`src/ptm_pkg.sv`:
```
// constants and types for the pulse timer prescaler and up-counter
// Summary of operation
// - counter is sixteen bit binary up-counter
// - two-bit field picks one of four taps
// - prescaler divides by 1 to 32 per code
// - taps are prescaled clock over 1,2,4,8
// - writing count_run one starts counting
// - writing count_run zero stops and clears counter
// - restart request clears counter, counting resumes
// - counter clears when equal to cycle compare
// - prescaler runs only while prescaler_run set
// - tap div1 gives period of M+1
// - slower taps give period of M
// - cycle compare buffered while running, loads after match clear; when stopped, writes go straight through
package ptm_pkg;
  localparam int unsigned CLK_HZ = 25_000_000;
  localparam int          ADDR_W = 5;
  localparam int          DATA_W = 32;
  localparam int          CNT_W  = 16;
  localparam int          DIV_W  = 8;

  // byte addresses, one aligned word each
  localparam logic [ADDR_W-1:0] OFS_RUN     = 5'h00;
  localparam logic [ADDR_W-1:0] OFS_PULSE   = 5'h04;
  localparam logic [ADDR_W-1:0] OFS_RESTART = 5'h08;
  localparam logic [ADDR_W-1:0] OFS_CYCLE   = 5'h0c;
  localparam logic [ADDR_W-1:0] OFS_COUNT   = 5'h10;

  // field positions
  localparam int COUNT_RUN_BIT   = 0;
  localparam int PRESC_RUN_BIT   = 1;
  localparam int CLK_SEL_LSB     = 0;
  localparam int PSEL_LSB        = 4;
  localparam int RESTART_REQ_BIT = 0;

  // values after reset, plus the largest prescale code
  localparam logic [CNT_W-1:0] COUNT_RST = 16'h0000;
  localparam logic [CNT_W-1:0] CYCLE_RST = 16'hffff;
  localparam logic [2:0]       PSEL_RST  = 3'h0;
  localparam logic [1:0]       CSEL_RST  = 2'h0;
  localparam logic [2:0]       PSEL_MAX  = 3'h5;
  localparam logic [DIV_W-1:0] DIV_RST   = 8'h00;

  typedef logic [CNT_W-1:0] ptm_count_t;

  typedef enum logic [1:0] {
    TAP_DIV1 = 2'h0,
    TAP_DIV2 = 2'h1,
    TAP_DIV4 = 2'h2,
    TAP_DIV8 = 2'h3
  } ptm_tap_e;

  typedef enum logic [1:0] {
    BUS_IDLE = 2'b00,
    BUS_ACK  = 2'b01
  } ptm_bus_e;
endpackage : ptm_pkg

```
`src/ptm_ctl_if.sv`:
```
// carrier between the timer core, its prescaler and its compare buffer
`timescale 1ns/1ps
interface ptm_ctl_if;
  import ptm_pkg::*;
  logic       prescaler_run;
  logic [2:0] prescale_select;
  ptm_tap_e   count_clock_select;
  logic       src_tick;
  logic       count_running;
  logic       match_clear;
  logic       cmp_wr;
  ptm_count_t cmp_wdata;
  ptm_count_t cmp_buffer;
  ptm_count_t cmp_active;

  modport core (output prescaler_run, prescale_select, count_clock_select, count_running,
                output match_clear, cmp_wr, cmp_wdata,
                input  src_tick, cmp_buffer, cmp_active);
  modport pre  (input prescaler_run, prescale_select, count_clock_select, output src_tick);
  modport cbuf (input count_running, match_clear, cmp_wr, cmp_wdata, output cmp_buffer, cmp_active);
endinterface : ptm_ctl_if

```
`src/ptm_cmp_buffer.sv`:
```
// double-buffered cycle compare value
`timescale 1ns/1ps
module ptm_cmp_buffer
  import ptm_pkg::*;
(
  input  wire logic clk_in,
  input  wire logic rst_in,
  input  wire logic ce_in,
  ptm_ctl_if.cbuf   ctl
);
  ptm_count_t buf_reg;
  ptm_count_t act_reg;
  logic       load_reg;

  always_ff @(posedge clk_in or posedge rst_in) begin
    if (rst_in) begin
      buf_reg <= CYCLE_RST;
    end else if (ce_in && ctl.cmp_wr) begin
      buf_reg <= ctl.cmp_wdata;
    end
  end

  always_ff @(posedge clk_in or posedge rst_in) begin
    if (rst_in) begin
      load_reg <= 1'b0;
    end else if (ce_in) begin
      load_reg <= ctl.match_clear;
    end
  end

  // stopped: write straight through; running: wait one cycle past the clear
  always_ff @(posedge clk_in or posedge rst_in) begin
    if (rst_in) begin
      act_reg <= CYCLE_RST;
    end else if (ce_in) begin
      if (!ctl.count_running && ctl.cmp_wr) begin
        act_reg <= ctl.cmp_wdata;
      end else if (ctl.count_running && load_reg) begin
        act_reg <= buf_reg;
      end
    end
  end

  assign ctl.cmp_buffer = buf_reg;
  assign ctl.cmp_active = act_reg;
endmodule : ptm_cmp_buffer

```
`src/ptm_prescaler.sv`:
```
// prescaler divider and source tap selection, one tick per source clock
`timescale 1ns/1ps
module ptm_prescaler
  import ptm_pkg::*;
(
  input  wire logic clk_in,
  input  wire logic rst_in,
  input  wire logic ce_in,
  ptm_ctl_if.pre    ctl
);
  logic [DIV_W-1:0] div_reg;
  logic [2:0]       psel;
  logic [3:0]       shift;
  logic [DIV_W-1:0] mask;

  always_ff @(posedge clk_in or posedge rst_in) begin
    if (rst_in) begin
      div_reg <= DIV_RST;
    end else if (ce_in) begin
      if (!ctl.prescaler_run) begin
        div_reg <= DIV_RST;
      end else begin
        div_reg <= div_reg + 8'h01;
      end
    end
  end

  // codes above the largest ratio behave as the largest ratio
  always_comb begin
    psel  = (ctl.prescale_select > PSEL_MAX) ? PSEL_MAX : ctl.prescale_select;
    shift = {1'b0, psel} + {2'b00, ctl.count_clock_select};
    mask  = DIV_W'((9'h001 << shift) - 9'h001);
  end

  // the divider wraps at 256, so every ratio up to 1/256 stays aligned
  assign ctl.src_tick = ctl.prescaler_run && ((div_reg & mask) == mask);
endmodule : ptm_prescaler

```
`src/ptm_timer_top.sv`:
```
// timer channel core: avalon-mm registers, run control and 16-bit up-counter
`timescale 1ns/1ps
module ptm_timer_top
  import ptm_pkg::*;
(
  input  wire logic              clk_in,
  input  wire logic              rst_in,
  input  wire logic              ce_in,
  input  wire logic [ADDR_W-1:0] avs_address_in,
  input  wire logic              avs_read_in,
  input  wire logic              avs_write_in,
  input  wire logic [DATA_W-1:0] avs_writedata_in,
  input  wire logic [3:0]        avs_byteenable_in,
  output logic      [DATA_W-1:0] avs_readdata_out,
  output logic                   avs_waitrequest_out,
  output logic      [CNT_W-1:0]  up_count_value_out,
  output logic                   count_match_out,
  output logic                   counting_out
);
  ptm_ctl_if ctl ();

  ptm_bus_e            bus_reg;
  ptm_bus_e            bus_next;
  logic [DATA_W-1:0]   rdata_reg;
  logic [DATA_W-1:0]   rdata_next;
  logic                bus_req;
  logic                bus_wr;
  logic                count_run_reg;
  logic                count_run_next;
  logic                prescaler_run_reg;
  logic [2:0]          prescale_select_reg;
  ptm_tap_e            count_clock_select_reg;
  ptm_count_t          up_count_reg;
  ptm_count_t          up_count_next;
  logic                restart_hit;
  logic                match;
  logic                clear_now;
  logic                match_reg;

  // ---------------- bus slave ----------------
  // one wait state: the request is seen, then answered on the next edge
  assign bus_req             = avs_read_in || avs_write_in;
  // a frozen clock enable keeps the master waiting, so no write is lost
  assign avs_waitrequest_out = bus_req && !((bus_reg == BUS_ACK) && ce_in);
  assign bus_wr              = ce_in && avs_write_in && (bus_reg == BUS_ACK);

  always_comb begin
    bus_next = bus_reg;
    case (bus_reg)
      BUS_IDLE: begin
        if (bus_req) begin
          bus_next = BUS_ACK;
        end
      end
      BUS_ACK: begin
        bus_next = BUS_IDLE;
      end
      default: begin
        bus_next = BUS_IDLE;
      end
    endcase
  end

  always_ff @(posedge clk_in or posedge rst_in) begin
    if (rst_in) begin
      bus_reg <= BUS_IDLE;
    end else if (ce_in) begin
      bus_reg <= bus_next;
    end
  end

  // read data are captured one edge early so they stand at the answering edge
  always_comb begin
    rdata_next = '0;
    case (avs_address_in)
      OFS_RUN: begin
        rdata_next[COUNT_RUN_BIT] = count_run_reg;
        rdata_next[PRESC_RUN_BIT] = prescaler_run_reg;
      end
      OFS_PULSE: begin
        rdata_next[CLK_SEL_LSB +: 2] = count_clock_select_reg;
        rdata_next[PSEL_LSB +: 3]    = prescale_select_reg;
      end
      OFS_CYCLE: begin
        rdata_next[CNT_W-1:0] = ctl.cmp_active;
      end
      OFS_COUNT: begin
        rdata_next[CNT_W-1:0] = up_count_reg;
      end
      default: begin
        rdata_next = '0;
      end
    endcase
  end

  always_ff @(posedge clk_in or posedge rst_in) begin
    if (rst_in) begin
      rdata_reg <= '0;
    end else if (ce_in && avs_read_in && (bus_reg == BUS_IDLE)) begin
      rdata_reg <= rdata_next;
    end
  end

  assign avs_readdata_out = rdata_reg;

  // ---------------- control registers ----------------
  always_comb begin
    count_run_next = count_run_reg;
    if (bus_wr && (avs_address_in == OFS_RUN) && avs_byteenable_in[0]) begin
      count_run_next = avs_writedata_in[COUNT_RUN_BIT];
    end
  end

  always_ff @(posedge clk_in or posedge rst_in) begin
    if (rst_in) begin
      count_run_reg     <= 1'b0;
      prescaler_run_reg <= 1'b0;
    end else if (ce_in) begin
      count_run_reg <= count_run_next;
      if (bus_wr && (avs_address_in == OFS_RUN) && avs_byteenable_in[0]) begin
        prescaler_run_reg <= avs_writedata_in[PRESC_RUN_BIT];
      end
    end
  end

  // the gear and tap settings may change at any time; a change mid-count
  // only shifts the next tick, it never corrupts the count
  always_ff @(posedge clk_in or posedge rst_in) begin
    if (rst_in) begin
      count_clock_select_reg <= ptm_tap_e'(CSEL_RST);
      prescale_select_reg    <= PSEL_RST;
    end else if (ce_in && bus_wr && (avs_address_in == OFS_PULSE) && avs_byteenable_in[0]) begin
      count_clock_select_reg <= ptm_tap_e'(avs_writedata_in[CLK_SEL_LSB +: 2]);
      prescale_select_reg    <= avs_writedata_in[PSEL_LSB +: 3];
    end
  end

  // restart is a write-one action with no stored bit; it reads as zero
  assign restart_hit = bus_wr && (avs_address_in == OFS_RESTART) && avs_byteenable_in[0]
                       && avs_writedata_in[RESTART_REQ_BIT];

  // compare writes land in the buffer, merged byte by byte
  assign ctl.cmp_wr    = bus_wr && (avs_address_in == OFS_CYCLE) && (|avs_byteenable_in[1:0]);
  assign ctl.cmp_wdata = {avs_byteenable_in[1] ? avs_writedata_in[15:8] : ctl.cmp_buffer[15:8],
                          avs_byteenable_in[0] ? avs_writedata_in[7:0]  : ctl.cmp_buffer[7:0]};

  assign ctl.prescaler_run      = prescaler_run_reg;
  assign ctl.prescale_select    = prescale_select_reg;
  assign ctl.count_clock_select = count_clock_select_reg;
  assign ctl.count_running      = count_run_reg;

  // ---------------- up-counter ----------------
  // with tap div1 the clear waits for the next source clock (M+1 period);
  // with slower taps it follows the match at once, inside the same source clock
  assign match     = count_run_reg && (up_count_reg == ctl.cmp_active);
  assign clear_now = match && (ctl.src_tick || (count_clock_select_reg != TAP_DIV1));
  assign ctl.match_clear = clear_now && count_run_next && !restart_hit;

  always_comb begin
    up_count_next = up_count_reg;
    if (!count_run_next) begin
      up_count_next = COUNT_RST;
    end else if (restart_hit) begin
      up_count_next = COUNT_RST;
    end else if (clear_now) begin
      up_count_next = COUNT_RST;
    end else if (ctl.src_tick) begin
      up_count_next = up_count_reg + 16'h0001;
    end
  end

  always_ff @(posedge clk_in or posedge rst_in) begin
    if (rst_in) begin
      up_count_reg <= COUNT_RST;
    end else if (ce_in) begin
      up_count_reg <= up_count_next;
    end
  end

  always_ff @(posedge clk_in or posedge rst_in) begin
    if (rst_in) begin
      match_reg <= 1'b0;
    end else if (ce_in) begin
      match_reg <= ctl.match_clear;
    end
  end

  assign up_count_value_out = up_count_reg;
  assign count_match_out    = match_reg;
  assign counting_out       = count_run_reg;

  // ---------------- sub-blocks ----------------
  ptm_prescaler u_prescaler (
    .clk_in (clk_in),
    .rst_in (rst_in),
    .ce_in  (ce_in),
    .ctl    (ctl.pre)
  );

  ptm_cmp_buffer u_cmp_buffer (
    .clk_in (clk_in),
    .rst_in (rst_in),
    .ce_in  (ce_in),
    .ctl    (ctl.cbuf)
  );
endmodule : ptm_timer_top

```
`config.mk`:
```
export PLATFORM = sky130hd
export DESIGN_NAME = ptm_timer_top
export DESIGN_NICKNAME = d
export VERILOG_FILES = /design/src/ptm_pkg.sv /design/src/ptm_ctl_if.sv /design/src/ptm_cmp_buffer.sv /design/src/ptm_prescaler.sv /design/src/ptm_timer_top.sv
export SDC_FILE = /design/constraint.sdc
export NUM_CORES = 1
export LEC_CHECK = 0
export ABC_CLOCK_PERIOD_IN_PS = 4450
export BUFFER_PORTS_ARGS = -buffer_cell sky130_fd_sc_hd__buf_2
export CAP_MARGIN = 20
export CORE_UTILIZATION = 52
export CTS_BUF_LIST = sky130_fd_sc_hd__clkbuf_4 sky130_fd_sc_hd__clkbuf_8
export CTS_CLUSTER_SIZE = 40
export DETAILED_ROUTE_END_ITERATION = 16
export GPL_ROUTABILITY_DRIVEN = 1
export PLACE_DENSITY_LB_ADDON = 0.05
export SYNTH_ARGS = -nofsm -noshare
export SYNTH_HDL_FRONTEND = slang
export SYNTH_HIERARCHICAL = 1
export SYNTH_SLANG_ARGS = --single-unit
```
`constraint.sdc`:
```
create_clock -name clk_in -period 4.45 [get_ports clk_in]
set_input_delay 0.6675 -clock clk_in [delete_from_list [all_inputs] [get_ports clk_in]]
set_output_delay 0.6675 -clock clk_in [all_outputs]
set_load 0.05 [all_outputs]
```
### Yosys cells after proc, flatten, opt, wreduce, memory -nomap -nowiden

Index checks and enable logic that the tools add are counted.

| cells by class | value |
|---|---|
| add/sub/neg operators | 4 |
| multipliers | 0 |
| divide/modulo/power cells | 0 |
| order comparisons | 1 |
| equality and inequality tests | 9 |
| shift-type cells | 1 |
| muxes and demuxes | 17 |
| bitwise logic cells | 1 |
| reduce and logical (&&, ||, !) cells | 38 |

Operator list:

| operator | count |
|---|---|
| 16-bit 2-to-1 mux | 6 |
| 1-bit logical AND | 24 |
| 8-bit 2-to-1 mux | 3 |
| 9-bit case mux with 2 select lines | 1 |
| 16-bit by 1-bit adder with 16-bit output, second input constant | 1 |
| 16-bit == test | 1 |
| 5-bit by 4-bit == test with 1-bit output, second input constant | 2 |
| 3-bit case mux with 3 select lines | 1 |
| 8-bit by 1-bit adder with 8-bit output, second input constant | 1 |
| 8-bit bitwise AND | 1 |
| 8-bit == test | 1 |
| 2-bit case mux with 4 select lines | 1 |
| 2-bit AND reduction | 4 |
| 1-bit by 4-bit << shifter with 8-bit output, first input constant | 1 |
| 8-bit by 1-bit subtractor with 8-bit output, second input constant | 1 |
| 5-bit by 3-bit == test with 1-bit output, second input constant | 1 |
| 5-bit == test, second input constant | 1 |
| 5-bit zero test | 1 |
| 3-bit by 2-bit adder with 4-bit output | 1 |
| 2-bit 2-to-1 mux | 2 |
| 4-bit by 2-bit != test with 1-bit output, second input constant | 1 |
| 2-bit case mux with 2 select lines | 1 |
| 2-bit nonzero test | 2 |
| 3-bit greater-than comparator, second input constant | 1 |
| 8 further kinds | 11 |

| storage, ports and cells | value |
|---|---|
| register bits | 82 |
| latch bits | 0 |
| bits in writable memories | 0 |
| memory bits (read-only) | 0 |
| input bits | 46 |
| output and inout port bits | 51 |
| logic and storage cells | 82 |
| memories kept | 0 |

### Logic depth before layout (Yosys ltp)

Gate-level depths: netlist of the first run.

| depth | value |
|---|---|
| word-level depth | 13 |
| mapped depth | 20 |
| mapped depth without buffers | 18 |

### By module

Netlist of the first run, hierarchy kept.

By module, submodules not included:

| module | instances | cells each | area each (um^2) | sequential area each (um^2) |
|---|---|---|---|---|
| ptm_timer_top | 1 | 295 | 2773.9 | 1026.0 |
| ptm_cmp_buffer | 1 | 92 | 1534.0 | 865.8 |
| ptm_prescaler | 1 | 83 | 690.7 | 200.2 |

### Worst setup path after synthesis of the first run

OpenSTA, ideal clock, no wires.

| timing | value |
|---|---|
| kind | register to register |
| start point | reg prescale_select_reg[2] (netlist: ctl.prescale_select[2]) |
| end point | reg up_count_reg[3] (netlist: up_count_value_out[3]) |
| setup time | 124 ps |
| arrival | 4350 ps |
| data required time | 4326 ps |
| path slack | -24 ps |
| stages on the path, launching flop included | 17 |
| path buffers | 2 |
| clock period less this slack | 4474 ps |
| cells stage by stage | dfrtp_1 -> buf_2 -> a21o_1 -> ha_1 -> inv_1 -> fa_1 -> or4b_1 -> o32ai_1 -> mux2_1 -> nor4_1 -> nor3_1 -> nor4_1 -> nand3_1 -> o21a_1 -> buf_6 -> and3_1 -> a211o_1 |

| on the way | value |
|---|---|
| word-level cells in the longest chain between the ends | 13 |
| elaborated cells on any way between the ends | 15 |
| classes of those cells | add/sub (2); order compare (1); eq/ne (2); shift (1); mux (4); bitwise (1); reduce/logical (4) |

Ends and longest elaborated chain:

| element | RTL line | text |
|---|---|---|
| from (decl) | ptm_timer_top.sv:31 | `logic [2:0] prescale_select_reg;` |
| from (signal assigned) | ptm_timer_top.sv:134 | `prescale_select_reg <= avs_writedata_in[PSEL_LSB +: 3];` |
| 3-bit greater-than comparator | ptm_prescaler.sv:30 | `psel = (ctl.prescale_select > PSEL_MAX) ? PSEL_MAX : ctl.prescale_select;` |
| 3-bit 2-to-1 mux * | ptm_prescaler.sv:30 |  |
| 3-bit by 2-bit adder with 4-bit output * | ptm_prescaler.sv:31 | `shift = {1'b0, psel} + {2'b00, ctl.count_clock_select};` |
| 1-bit by 4-bit << shifter with 8-bit output * | ptm_prescaler.sv:32 | `mask = DIV_W'((9'h001 << shift) - 9'h001);` |
| 8-bit by 1-bit subtractor with 8-bit output * | ptm_prescaler.sv:32 |  |
| 8-bit bitwise AND | ptm_prescaler.sv:36 | `assign ctl.src_tick = ctl.prescaler_run && ((div_reg & mask) == mask);` |
| 8-bit == test * | ptm_prescaler.sv:36 |  |
| 1-bit logical AND * | ptm_prescaler.sv:36 |  |
| named net ctl.src_tick | ptm_ctl_if.sv:8 | `logic src_tick;` |
| 1-bit logical OR | ptm_timer_top.sv:156 | `assign clear_now = match && (ctl.src_tick \|\| (count_clock_select_reg != TAP_DIV1));` |
| 1-bit logical AND | ptm_timer_top.sv:156 |  |
| 16-bit 2-to-1 mux | ptm_timer_top.sv:165 | `end else if (clear_now) begin` |
| 16-bit 2-to-1 mux | ptm_timer_top.sv:163 | `end else if (restart_hit) begin` |
| 16-bit 2-to-1 mux | ptm_timer_top.sv:161 | `if (!count_run_next) begin` |
| to (signal assigned) | ptm_timer_top.sv:176 | `up_count_reg <= up_count_next;` |
| to (decl) | ptm_timer_top.sv:33 | `ptm_count_t up_count_reg;` |

The timed path passes the listed nets; every way through them passes the cells marked *.
A chain may end at the register's enable or synchronous reset.

### Worst setup path in the final report of the first run

| timing | value |
|---|---|
| start point | reg prescale_select_reg[2] (netlist: ctl.prescale_select[2]) |
| end point | reg up_count_reg[13] (netlist: up_count_value_out[13]) |

Same word-level chain as after synthesis.

==> impl_metrics.json, run 1 <==
{
  "dp.cells": 638,
  "tightest_slew_ns": 0.8987,
  "die_h_um": 100.0,
  "dr.pass1.iters": 5,
  "synth-edff-count": 0,
  "slew_headroom_pct": 40.09,
  "worst_ep_required_time_ns": 4.70,
  "drc": 0,
  "via_per_inst": 5.696,
  "crit_path_max_fanout": 13,
  "hold_viol": 0,
  "fmax_mhz": 234.7,
  "ys_types": 63,
  "grt_max_degree": 42,
  "ff2ff_path_depth": 16,
  "antenna_found_initial": 0,
  "status": "finished, final reports clean",
  "ys_warn_count": 6,
  "period_minus_slack_ns": 4.261,
  "crit_arrival_ns": 4.51,
  "io_pins": 97,
  "drt_wl_total_um": 11180,
  "syn-cell-area_um2": 4999,
  "instances_no_fill": 657,
  "synthTopCellsByArea": "dfrtp_1, dfstp_2, mux2_2, nand2_1, mux2_4",
  "htreeDepth": 3,
  "synth_top_area_share_pct": 25.03,
  "maxCapViolCount": 0,
  "num_rows": 35,
  "ff_latch_area_um2": 2092,
  "synth-seq-cells": 82,
  "wire_per_inst_um": 17.02,
  "regToRegSetupSlack_ns": 0.19,
  "multi_input_area_um2": 2663,
  "fin_util_pct": 60.05,
  "clockBufferDepth": 2,
  "post-route-period-util_pct": 95.74,
  "final_cell_mix": "mux2_2, buf_2, dfrtp_1, nand2_1, dfstp_2",
  "yosys.area.top_type": "dfrtp_1",
  "insertion_delay_ns": 0.36,
  "routabilityCongestion": 0.8676,
  "cts_tree": "built",
  "clk_pin_slew_ns": 0.09,
  "grt_pass1_wl_um": 17980,
  "cp-startpoint": "ctl.prescale_select[2]$_DFFE_PP0P_",
  "fill_cells": 837,
  "powerDensity_nw_per_um2": 279.6,
  "dp_hpwl_um": 8165,
  "max-vdd-ir-drop_v": 0.0001666,
  "ant_nets": 0,
  "final_max_slew_viol_count": 0,
  "core_um2": 9284,
  "hold_slack_ns": 0.2784,
  "track_usage_pct": 23.39,
  "syn_inst": 470,
  "fin_skew_ns": 0.01427,
  "cp-start-kind": "flip-flop",
  "ctsHoldBuffers": 0,
  "final_layout_size_suffix_gt1_share_pct": 40.91,
  "cts_root_buffer": "clkbuf_8",
  "die_area_um2": 10010,
  "numCtsBuffers": 9,
  "setup_viol": 0,
  "clkSinkCount": 82,
  "io_buffers": 62,
  "final_area_um2": 5575,
  "async_flop_share_pct": 100.0,
  "reg2reg_from": "ctl.prescale_select[2]$_DFFE_PP0P_",
  "diodes": 0,
  "yosysSeqAreaShare_pct": 41.85,
  "die_x_um": 100.0,
  "reg2reg_to": "up_count_value_out[13]$_DFFE_PP0P_",
  "grt-ovfl-total": 0,
  "end_kind": "flip-flop",
  "finalNetCount": 575,
  "p_leak_nw": 2.596,
  "postPlaceCellArea_um2": 5308,
  "initialDrtViolationCount": 224,
  "syn-mean-instance-area_um2": 10.64,
  "grt_pass1_vias": 3503,
  "initial_utilization_pct": 53.84,
  "vias": 3742,
  "synth_ff_type": "dfrtp_1",
  "syn_to_final_growth_pct": 11.54,
  "crit_type": "reg -> reg",
  "hold_class": "in -> async",
  "final_common_cell": "mux2_2"
}
==> Yosys cell counts (3+ instances only) <==
library cell and count:
a21o_1 6, a21oi_1 5, a22oi_1 18, a31oi_1 3
and2_1 3, and3_1 6, buf_2 6, buf_4 16
buf_6 6, clkbuf_1 18, dfrtp_1 50, dfstp_2 32
ha_1 5, inv_1 15, mux2_2 69, mux2_4 10
nand2_1 41, nand2b_1 7, nand3_1 15, nand4_1 10
nor2_1 14, nor2b_1 4, nor3_1 7, nor3b_1 3
nor4_1 8, o21a_1 3, o21ai_0 20, o21ai_1 5
o311ai_0 5, xnor2_1 8, xor2_1 12
==> stage by stage <==
stage	total power, W	TNS (ns)	setup WS (ns)
final	0.001559	0	0.1894
after detailed placement	0.0009934	0	0.09877
after CTS	0.001564	0	0.07386
after global routing	0.001626	-0.001140	-0.001140
after global placement	0.0009889	0	0.1821
after floorplan	0.0009539	0	0.1892
==> routing by layer <==
layer	routed length (um)	global-route usage [%]	vias to the layer above
li1	-	-	1792
met1	5486	34.72	1815
met2	5006	34.01	121
met3	510	3.969	14
met4	180	9.253	0
met5	0	0	-
==> worst max path at each step <==
stage | end | slack (ns)
after floorplan | up_count_value_out[3]$_DFFE_PP0P_ | 0.19
after global placement | up_count_value_out[14]$_DFFE_PP0P_ | 0.18
after detailed placement | up_count_value_out[14]$_DFFE_PP0P_ | 0.1
after CTS | up_count_value_out[2]$_DFFE_PP0P_ | 0.07
after global routing | up_count_value_out[5]$_DFFE_PP0P_ | -0.001
final | up_count_value_out[13]$_DFFE_PP0P_ | 0.19
==> power breakdown <==
part | total, W | switching [W] | internal [W] | leakage, nW
clock network | 0.000571 | 0.000278 | 0.000293 | 0.107
registers | 0.000773 | 0.0000132 | 0.000760 | 1.03
logic | 0.000215 | 0.000139 | 0.0000766 | 1.46
total | 0.00156 | 0.000430 | 0.00113 | 2.60
==> cell families after synthesis <==
kind of cell / count (synthesis) / share of synthesized area (%)
other: 1 / 0.07502
AOI/OAI and AO/OA: 85 / 12.57
DFF: 82 / 41.85
muxes: 82 / 19.17
and+or+nand+nor: 133 / 14.34
xor gates and xnor gates: 20 / 3.504
buffers and inverters: 61 / 6.833
adders and majority gates: 6 / 1.652
==> final cells by class <==
class | count | area share, %
sequential | 82 | 37.52
tap | 129 | 2.895
multi-input combinational | 342 | 47.76
clock inverter | 5 | 1.055
inverter | 15 | 1.010
timing repair buffer | 73 | 7.047
clock buffer | 11 | 2.715
==> repair_timing <==
| action | CTS | global route |
|---|---|---|
| gates resized for setup | 0 | 10 |
| buffers inserted | 0 | 3 |
| endpoints found under the setup margin | 0 | 16 |
| hold endpoints to repair | 0 | 0 |
==> critical path, stage by stage, from the launching register on <==
cell and delay (ns):
dfrtp_1 0.38, buf_4 0.18, nand2b_1 0.19, fa_2 0.63
nand2b_1 0.12, nand2b_1 0.16, ha_1 0.28, nor2b_1 0.16
mux2_1 0.32, nor4_4 0.31, nor3_2 0.09, nor4_1 0.31
nand3_1 0.24, o211ai_4 0.36, buf_4 0.20, nor4_1 0.06
a21o_1 0.17
Power figures use the tool's default switching activity.
==> inputs of run 2 (changes only) <==
- ABC_CLOCK_PERIOD_IN_PS: 4450 -> 3400
- clock period: 4.45 -> 3.4 ns (I/O delays scaled with it)
==> run 2 against run 1 <==
The run now ends with negative setup slack left. Register-to-register slack lost 0.56 ns. Largest cell class unchanged. Critical path type unchanged. Cell count grew 4.9%. Global-route usage grew 1.9 points.
==> impl_metrics.json, run 2 (synthesis gave the netlist of run 1 again) <==
{
  "regToRegSetupSlack_ns": -0.37,
  "insertion_delay_ns": 0.36,
  "die_area_um2": 10010,
  "drt_wl_total_um": 11780,
  "crit_arrival_ns": 4.02,
  "fmax_mhz": 265.3,
  "initialDrtViolationCount": 233,
  "wire_per_inst_um": 17.10,
  "tightest_slew_ns": 0.7312,
  "die_x_um": 100.0,
  "cp.buffers_inverters": 3,
  "max-vdd-ir-drop_v": 0.0002235,
  "end_kind": "flip-flop",
  "dr.pass1.iters": 5,
  "ctsHoldBuffers": 0,
  "reg2reg_to": "up_count_value_out[4]$_DFFE_PP0P_",
  "powerDensity_nw_per_um2": 357.0,
  "fill_cells": 766,
  "vias": 3854,
  "core_um2": 9284,
  "maxCapViolCount": 0,
  "track_usage_pct": 25.26,
  "clkSinkCount": 82,
  "crit_type": "reg -> reg",
  "die_h_um": 100.0,
  "crit_chain": "a21o_1, ha_2, inv_2, fa_2, nand2b_1, nand2b_4, ha_4, xor2_1, o41a_1, o32ai_2, nor4_4, nor3_2, nor4_2, nand3_2, o211ai_4, buf_4, buf_6, o311ai_2",
  "final_layout_size_suffix_gt1_share_pct": 48.93,
  "final_max_slew_viol_count": 0,
  "slew_headroom_pct": 51.15,
  "final_common_cell": "mux2_2",
  "setup_viol": 18,
  "cp-start-kind": "flip-flop",
  "grt-ovfl-total": 0,
  "via_per_inst": 5.594,
  "cts_root_buffer": "clkbuf_8",
  "clk_pin_slew_ns": 0.08,
  "post-route-period-util_pct": 110.9,
  "ant_nets": 0,
  "grt_pass1_vias": 3794,
  "io_buffers": 62,
  "cts_tree": "built",
  "grt_pass1_wl_um": 19540,
  "numCtsBuffers": 9,
  "htreeDepth": 3,
  "diodes": 0,
  "dp_hpwl_um": 8849,
  "grt_max_degree": 30,
  "fin_skew_ns": 0.01363,
  "power_w": 0.002157,
  "io_pins": 97,
  "worst_ep_required_time_ns": 3.65,
  "status": "finished with violations",
  "ff2ff_path_depth": 18,
  "crit_path_max_fanout": 8,
  "finalNetCount": 607,
  "initial_utilization_pct": 53.84,
  "critical_path.top_delay_family": "compound AO/OA/AOI/OAI gates",
  "cpPeakStageDelay_ns": 0.57,
  "rsz0062_at_grt": "yes",
  "slowest_stage": "fa_2",
  "final.setup.tns_ns": -4.885,
  "syn_to_final_growth_pct": 20.88,
  "violations": "negative setup slack",
  "clockBufferDepth": 2,
  "final_cell_mix": "mux2_2, buf_2, dfrtp_1, nand2_1, buf_4",
  "p_leak_nw": 2.843,
  "antenna_found_initial": 0,
  "routabilityCongestion": 0.8454,
  "hold_class": "in -> async",
  "period_minus_slack_ns": 3.769,
  "worst_slack_ns": -0.3691,
  "hold_viol": 0,
  "drc": 0,
  "hold_slack_ns": 0.1307,
  "num_rows": 35,
  "reg2reg_from": "ctl.prescale_select[1]$_DFFE_PP0P_"
}
[run 2: cell count changes in the layout (fill, tap and decap cells not counted), sizes merged]
cell	before	now
clkinv	0	1
bufinv	1	2
clkbuf	11	10
buf	73	105
inv	18	17
[run 2: timing repair]
item,CTS,global route
gates resized for setup,7,21
pin swaps,10,15
setup endpoints to repair,18,18
cloned,0,0
buffers inserted,5,3
[run 2: metal layers]
| layer | vias to the layer above | track usage, % | wire length [um] |
|---|---|---|---|
| li1 | 1860 | - | - |
| met5 | - | 0 | 0 |
| met1 | 1848 | 35.96 | 5414 |
| met3 | 18 | 3.969 | 639 |
| met2 | 128 | 39.47 | 5550 |
| met4 | 0 | 8.584 | 177 |
[run 2: cell type report]
type                    count  area (um^2)  share of cell area, %
flip-flops and latches     82         2092                  34.62
clock buffers              10        131.4                  2.174
clock inverters             6        88.84                  1.470
repair buffers            105        671.9                  11.12
inverters                  15        56.30                 0.9319
well taps                 129        161.4                  2.671
multi-input cells         342         2840                  47.01
[run 2: how the worst max path moves through the flow]
stage	start	end	slack, ns	depth (start not counted)
2_1_floorplan	ctl.prescale_select[2]$_DFFE_PP0P_	up_count_value_out[3]$_DFFE_PP0P_	-0.47	19
3_3_place_gp	ctl.prescale_select[2]$_DFFE_PP0P_	up_count_value_out[14]$_DFFE_PP0P_	-0.44	18
3_5_place_dp	ctl.prescale_select[2]$_DFFE_PP0P_	up_count_value_out[14]$_DFFE_PP0P_	-0.51	18
4_1_cts	ctl.prescale_select[1]$_DFFE_PP0P_	up_count_value_out[6]$_DFFE_PP0P_	-0.47	19
5_1_grt	ctl.prescale_select[1]$_DFFE_PP0P_	up_count_value_out[4]$_DFFE_PP0P_	-0.55	19
6_report	ctl.prescale_select[1]$_DFFE_PP0P_	up_count_value_out[4]$_DFFE_PP0P_	-0.37	18
[run 2: through the flow]
| stage | utilization, % | setup WS (ns) | instance area, um^2 | std cells |
|---|---|---|---|---|
| floorplan | - | -0.4724 | 5179 | 485 |
| global placement | 60.65 | -0.4353 | 5630 | 667 |
| detailed placement | 60.94 | -0.5106 | 5658 | 668 |
| CTS | 63.95 | -0.4716 | 5937 | 688 |
| global route | 65.08 | -0.5481 | 6042 | 689 |
| finish | 65.08 | -0.3691 | 6042 | 689 |
[run 2: power breakdown]
group / internal, W / switching [W] / total (W)
clock network: 0.000424 / 0.000368 / 0.000792
registers: 0.000995 / 0.0000171 / 0.00101
logic: 0.000152 / 0.000201 / 0.000353
total: 0.00157 / 0.000586 / 0.00216
